## config.mk

```make
export PLATFORM = sky130hd
export DESIGN_NAME = dcw_control_word
export DESIGN_NICKNAME = d
export VERILOG_FILES = /design/src/dcw_pkg.sv /design/src/dcw_control_word.sv
export VERILOG_INCLUDE_DIRS = /design/src /design/src/src
export SDC_FILE = /design/constraint.sdc
export NUM_CORES = 1
export LEC_CHECK = 0
export BUFFER_PORTS_ARGS = -buffer_cell sky130_fd_sc_hd__buf_2
export CORE_AREA = 2 2 128 130
export DETAILED_ROUTE_END_ITERATION = 16
export DIE_AREA = 0 0 130 132
export PLACE_DENSITY = 0.73
export SLEW_MARGIN = 20
export SYNTH_ARGS = -nofsm -noshare
export SYNTH_HDL_FRONTEND = slang
export SYNTH_SLANG_ARGS = --single-unit
```

## constraint.sdc

```tcl
create_clock -name sys_clk_in -period 8.6 [get_ports sys_clk_in]
set_clock_uncertainty 0.05 [all_clocks]
set_input_delay 2.15 -clock sys_clk_in [delete_from_list [all_inputs] [get_ports sys_clk_in]]
set_output_delay 2.15 -clock sys_clk_in [all_outputs]
set_load 0.005 [all_outputs]
```

## src/dcw_params.svh

```systemverilog
// Constants for the synthesizer control word decoder.
// Assumes 16-bit serial words, MSB first, two address bits on top.
`ifndef DCW_PARAMS_SVH
`define DCW_PARAMS_SVH
`define DCW_WORD_BITS 16
`define DCW_HALF_BITS 14
`define DCW_PHASE_BITS 12
`define DCW_ADDR_CTRL 2'h0
`define DCW_ADDR_FREQ_A 2'h1
`define DCW_ADDR_FREQ_B 2'h2
`define DCW_ADDR_PHASE 2'h3
`define DCW_BIT_FULL_WORD 13
`define DCW_BIT_HIGH_SEL 12
`define DCW_BIT_FREQ_SEL 11
`define DCW_BIT_PHASE_SEL 10
`define DCW_BIT_SRC_SEL 9
`define DCW_BIT_RESET 8
`define DCW_BIT_PHASE_REG 13
`define DCW_CTRL_RESET 14'h0000
`define DCW_FREQ_RESET 28'h000_0000
`define DCW_PHASE_RESET 12'h000
`define DCW_LAST_BIT 4'hf
`endif

```

## src/dcw_pkg.sv

```systemverilog
// Types shared by the synthesizer control word decoder.
// Assumes dcw_params.svh is on the include path.
package dcw_pkg;
  typedef struct packed {
    logic sclk;
    logic sdata;
    logic frame_sync_n;
  } dcw_serial_type;
  typedef struct packed {
    logic freq_select_pin;
    logic phase_select_pin;
    logic reset_pin;
    logic power_down_pin;
  } dcw_pins_type;
  typedef struct packed {
    logic full_word_two_write_mode;
    logic half_word_high_select;
    logic freq_reg_select_bit;
    logic phase_reg_select_bit;
    logic control_source_select;
    logic reset_bit;
    logic [7:0] lower_bits;
  } dcw_ctrl_type;
  typedef enum logic [1:0] {
    DCW_IDLE = 2'b00,
    DCW_SHIFT = 2'b01,
    DCW_DONE = 2'b11
  } dcw_state_type;
endpackage

```

## src/dcw_control_word.sv

```systemverilog
// Serial control word receiver and decoder of a synthesizer.
// Assumes serial pins and control pins are asynchronous to sys_clk_in,
// which must run well above four times the serial clock rate.
`timescale 1ns/1ps
`include "dcw_params.svh"

module dcw_control_word (
  input wire logic sys_clk_in,
  input wire logic sys_rst_in,
  input wire dcw_pkg::dcw_serial_type serial_in,
  input wire dcw_pkg::dcw_pins_type pins_in,
  output logic [27:0] freq_word_out,
  output logic [11:0] phase_offset_out,
  output logic core_reset_out,
  output logic dac_power_down_out,
  output dcw_pkg::dcw_ctrl_type control_word_out
);
  import dcw_pkg::*;

  logic [6:0] sync1_reg;
  logic [6:0] sync2_reg;
  logic sclk_prev_reg;
  logic sclk_s;
  logic sdata_s;
  logic frame_sync_n_n_s;
  logic sclk_fall;
  dcw_state_type state_reg;
  logic [3:0] count_reg;
  logic [15:0] shift_reg;
  logic [15:0] word_reg;
  dcw_ctrl_type ctrl_reg;
  logic [27:0] freq_word_a;
  logic [27:0] freq_word_b;
  logic [11:0] phase_offset_a;
  logic [11:0] phase_offset_b;
  logic [13:0] low_hold_reg;
  logic low_pending_reg;
  logic [1:0] addr;
  logic [13:0] data;
  logic is_freq;
  logic pin_mode;
  logic eff_freq_reg_select_bit;
  logic eff_psel;
  logic eff_reset;
  logic eff_pd;

  // Two flops on every pin; the first stage feeds only the second
  always_ff @(posedge sys_clk_in or posedge sys_rst_in) begin
    if (sys_rst_in) begin
      sync1_reg <= 7'h7f;
      sync2_reg <= 7'h7f;
    end else begin
      sync1_reg <= {serial_in, pins_in};
      sync2_reg <= sync1_reg;
    end
  end

  assign sclk_s = sync2_reg[6];
  assign sdata_s = sync2_reg[5];
  assign frame_sync_n_n_s = sync2_reg[4];

  always_ff @(posedge sys_clk_in or posedge sys_rst_in) begin
    if (sys_rst_in) begin
      sclk_prev_reg <= 1'b1;
    end else begin
      sclk_prev_reg <= sclk_s;
    end
  end

  assign sclk_fall = sclk_prev_reg & ~sclk_s;

  // Frame sync low admits bits; it may stay low over many words
  always_ff @(posedge sys_clk_in or posedge sys_rst_in) begin
    if (sys_rst_in) begin
      state_reg <= DCW_IDLE;
      count_reg <= 4'h0;
      shift_reg <= 16'h0000;
      word_reg <= 16'h0000;
    end else if (frame_sync_n_n_s) begin
      state_reg <= DCW_IDLE;
      count_reg <= 4'h0;
    end else begin
      unique case (state_reg)
        DCW_IDLE, DCW_DONE: begin
          state_reg <= DCW_SHIFT;
          if (sclk_fall) begin
            shift_reg <= {shift_reg[14:0], sdata_s};
            count_reg <= 4'h1;
          end else begin
            count_reg <= 4'h0;
          end
        end
        DCW_SHIFT: begin
          if (sclk_fall) begin
            shift_reg <= {shift_reg[14:0], sdata_s};
            count_reg <= count_reg + 4'h1;
            if (count_reg == `DCW_LAST_BIT) begin
              state_reg <= DCW_DONE;
              word_reg <= {shift_reg[14:0], sdata_s};
            end
          end
        end
      endcase
    end
  end

  // A word sits in word_reg during the single DONE cycle
  assign addr = word_reg[15:14];
  assign data = word_reg[13:0];
  assign is_freq = (state_reg == DCW_DONE) &&
                   (addr == `DCW_ADDR_FREQ_A || addr == `DCW_ADDR_FREQ_B);

  always_ff @(posedge sys_clk_in or posedge sys_rst_in) begin
    if (sys_rst_in) begin
      ctrl_reg <= `DCW_CTRL_RESET;
    end else if (state_reg == DCW_DONE && addr == `DCW_ADDR_CTRL) begin
      ctrl_reg <= data;
    end
  end

  // Full-word pairing; a control write abandons a half-finished pair
  always_ff @(posedge sys_clk_in or posedge sys_rst_in) begin
    if (sys_rst_in) begin
      low_pending_reg <= 1'b0;
      low_hold_reg <= 14'h0000;
    end else if (state_reg == DCW_DONE && addr == `DCW_ADDR_CTRL) begin
      low_pending_reg <= 1'b0;
    end else if (is_freq && ctrl_reg.full_word_two_write_mode) begin
      low_pending_reg <= ~low_pending_reg;
      if (!low_pending_reg) begin
        low_hold_reg <= data;
      end
    end
  end

  // Destination of the second half follows its own address bits;
  // pairs that mix addresses are the host's fault and not checked
  always_ff @(posedge sys_clk_in or posedge sys_rst_in) begin
    if (sys_rst_in) begin
      freq_word_a <= `DCW_FREQ_RESET;
      freq_word_b <= `DCW_FREQ_RESET;
    end else if (is_freq) begin
      if (ctrl_reg.full_word_two_write_mode) begin
        if (low_pending_reg) begin
          if (addr == `DCW_ADDR_FREQ_A) begin
            freq_word_a <= {data, low_hold_reg};
          end else begin
            freq_word_b <= {data, low_hold_reg};
          end
        end
      end else if (ctrl_reg.half_word_high_select) begin
        if (addr == `DCW_ADDR_FREQ_A) begin
          freq_word_a[27:14] <= data;
        end else begin
          freq_word_b[27:14] <= data;
        end
      end else begin
        if (addr == `DCW_ADDR_FREQ_A) begin
          freq_word_a[13:0] <= data;
        end else begin
          freq_word_b[13:0] <= data;
        end
      end
    end
  end

  always_ff @(posedge sys_clk_in or posedge sys_rst_in) begin
    if (sys_rst_in) begin
      phase_offset_a <= `DCW_PHASE_RESET;
      phase_offset_b <= `DCW_PHASE_RESET;
    end else if (state_reg == DCW_DONE && addr == `DCW_ADDR_PHASE) begin
      if (data[`DCW_BIT_PHASE_REG]) begin
        phase_offset_b <= data[11:0];
      end else begin
        phase_offset_a <= data[11:0];
      end
    end
  end

  // Pin mode hides the bits; power-down has no bit in this word
  assign pin_mode = ctrl_reg.control_source_select;
  assign eff_freq_reg_select_bit = pin_mode ? sync2_reg[3]
                             : ctrl_reg.freq_reg_select_bit;
  assign eff_psel = pin_mode ? sync2_reg[2]
                             : ctrl_reg.phase_reg_select_bit;
  assign eff_reset = pin_mode ? sync2_reg[1] : ctrl_reg.reset_bit;
  assign eff_pd = pin_mode & sync2_reg[0];

  // One register stage samples the chosen controls on the master clock
  always_ff @(posedge sys_clk_in or posedge sys_rst_in) begin
    if (sys_rst_in) begin
      freq_word_out <= `DCW_FREQ_RESET;
      phase_offset_out <= `DCW_PHASE_RESET;
      core_reset_out <= 1'b0;
      dac_power_down_out <= 1'b0;
      control_word_out <= `DCW_CTRL_RESET;
    end else begin
      freq_word_out <= eff_freq_reg_select_bit ? freq_word_b : freq_word_a;
      phase_offset_out <= eff_psel ? phase_offset_b
                                   : phase_offset_a;
      core_reset_out <= eff_reset;
      dac_power_down_out <= eff_pd;
      control_word_out <= ctrl_reg;
    end
  end

endmodule

```

==> run summary <==
WL per Instance = 17.58 um
biggest regs = freq_word_a (28), freq_word_b (28), freq_word_out (28)
num rows = 46
clock sink total = 217
DRC Markers = 0
Pwr Density = 212.5 nW/um2
GP Congestion = 0.7413
fin crit share = 37.34%
Startpoint Class = flop
DR iter-0 viols = 153
vias in the first global route = 4,506
Worst Path Arrival = 1.01 ns
largest net degree at the start of global routing = 132
critical path class = flop to output pin
io pins = 65
Clk Latency, worst-skew pair = 0.49 ns
hold buffers post-CTS = 0
Clock Root Buffer = clkbuf_16
Final nets = 566
crit path launch = freq_word_out[22]$_DFF_PP0_
family with the most delay on the worst path = flip-flops
GR Overflow Total = 0
Core Region = 15,710 um2
critical-path cell with the highest stage delay = dfrtp_1
fraction of layout cells with a size suffix above 1 = 56.41%
Initial Util = 52.10%
PnR Total Power = 2.001 mW
Die X-Extent = 130 um
Crit. End Element = output pin
syn nets = 489
Pins Over Slew Limit = 0
Max VDD drop = 147.1 uV
Req. time, crit path = 6.40 ns
status = finished, final reports clean
Min Clock Period, post-route = 3.211 ns
Hold Slack = 0.3030 ns
hold path start = sync1_reg[1]$_DFF_PP1_
Worst-Margin Slew = 0.9782 ns
Post-DP Area = 8708 um2
RSZ-0062 raised after global routing = no
worst path cell trace = buf_2
post-synth top area share = 61.75%
r2r startpoint = ctrl_reg[13]$_DFFE_PP0P_
Setup TNS = 0 ns
Syn. warnings = 0
Final setup viols = 0
Leak Pwr = 4.926 nW
Syn Area/Cell = 17.20 um2
GRT Util Overall = 16.99%
Layout fillers = 1,181
Worst Hold Class = flop to flop
DR vias/cell = 5.192
CTS Buf Count = 22
Worst-path clk slew = 0.06 ns
register area share after synthesis = 66.56%
#FFs+latches synth = 217
first-pass GRT wire length = 23,270 um
die area = 17,160 um2
synth top area cells = dfrtp_1, mux2_2, dfstp_2
mapped cell area = 8187 um2
DIE HEIGHT = 132 um
Area Growth Syn to Fin = 15.04%
Final Cell Area = 9418 um2
cell taking the most area after synthesis = dfrtp_1
first-pass iteration count of the detailed router = 2
antenna cells = 0
Largest stage delay, worst path = 0.39 ns
Max Root-Sink Buffers = 3
Peak Freq = 311.4 MHz
CTS tree = done
H-Tree Depth = 1
Post-DRT Antenna Nets = 0
Via Count = 4,076
synth unique cells = 36
Post-CTS Setup Inserts = 0
Cells after Synth = 476
Final Hold Violating Endpoints = 0
slew margin rel. = 34.58%
count of input and output buffers = 64
CP bufs+invs = 1
Max Fanout on Critical Path = 1
number of antenna violations at the first check in global routing = 0
DP HPWL = 8591 um
Total Routed Length = 13,800 um
maxcap violations = 0
post-cts resize count = 0
## cells by family (layout without fill, tap and decap cells)
| kind of cell | count (synthesis) | count (layout) | synth area share, % |
|---|---|---|---|
| compound gates | 3 | 3 | 0.2292 |
| xor+xnor | 2 | 2 | 0.2140 |
| fa+ha+maj | 4 | 4 | 0.6114 |
| buf+inv | 22 | 115 | 1.773 |
| flops | 217 | 217 | 66.56 |
| mux | 198 | 198 | 28.05 |
| simple gates | 30 | 30 | 2.568 |
## final timing paths
kind | endpoint | slack, ns | cells after the start
worst min register to register | sync2_reg[1]$_DFF_PP1_ | 0.30 | 0
worst max-delay path | freq_word_out[22] | 5.39 | 1
worst max register to register | low_hold_reg[0]$_DFFE_PP0P_ | 6.02 | 3
worst min-delay path | sync2_reg[1]$_DFF_PP1_ | 0.30 | 0
min in group asynchronous | core_reset_out$_DFF_PP0_ | 1.81 | 2
max in group asynchronous | freq_word_b[9]$_DFFE_PP0P_ | 5.45 | 3
## cell usage in the layout (no fill, tap or decap), types with 4 or more instances in the layout
cell type  instances
ha_1               4
mux2_4            18
nor2_1             4
clkbuf_8           5
buf_2             64
buf_4              5
dfrtp_1          202
clkbuf_16         23
nand3_1            4
dfstp_2           15
clkbuf_1           8
mux2_2           176
nand2_1            4
clkinv_2           4
## cell usage after synthesis, drive strengths merged
library cell and n:
nand3b 3, nor3 3, mux2i 4, o21ai 1, nand4b 1, nor2b 2
xor2 1, nand2b 1, or2b 1, nand3 4, clkbuf 2, buf 16
and2 1, nor4 1, or3b 1, or4 1, dfstp 15, inv 4
xnor2 1, ha 4, nor2 4, a21oi 2, dfrtp 202, mux2 194
nand4 2, or3 1, nand2 4
## report_power, final
group / leakage [nW] / internal (mW) / switching, mW
sequential: 2.97 / 1.05 / 0.0150
combinational: 1.62 / 0.0172 / 0.0253
clock: 0.344 / 0.534 / 0.364
## stage by stage
step	cells	setup WS (ns)	util, %
6_report	785	5.389	59.94
5_1_grt	785	5.156	59.94
4_1_cts	784	5.011	59.84
3_5_place_dp	744	4.499	55.42
3_3_place_gp	744	4.572	55.42
2_1_floorplan	476	0.4888	-
## routing by layer
layer,vias up,routed length (um),track usage [%]
met4,0,286,4.839
li1,1835,-,-
met1,2149,6035,23.06
met3,25,501,2.922
met5,-,0,0
met2,67,6979,28.30
## cell type report
class | count | area [um2] | area share (%)
Inverter | 4 | 22.52 | 0.2391
Sequential cell | 217 | 5449 | 57.86
Tap cell | 216 | 270.3 | 2.870
Clock buffer | 36 | 674.4 | 7.161
Timing Repair Buffer | 71 | 380.4 | 4.039
Clock inverter | 4 | 20.02 | 0.2126
Multi-Input combinational cell | 237 | 2601 | 27.62
## worst reg2reg max path, cell delays in order (launching register included)
cell	delay (ns)
dfrtp_1	0.91
nand2_1	0.16
or4_1	0.88
mux2_4	0.46
(Power assumes the default switching activity.)
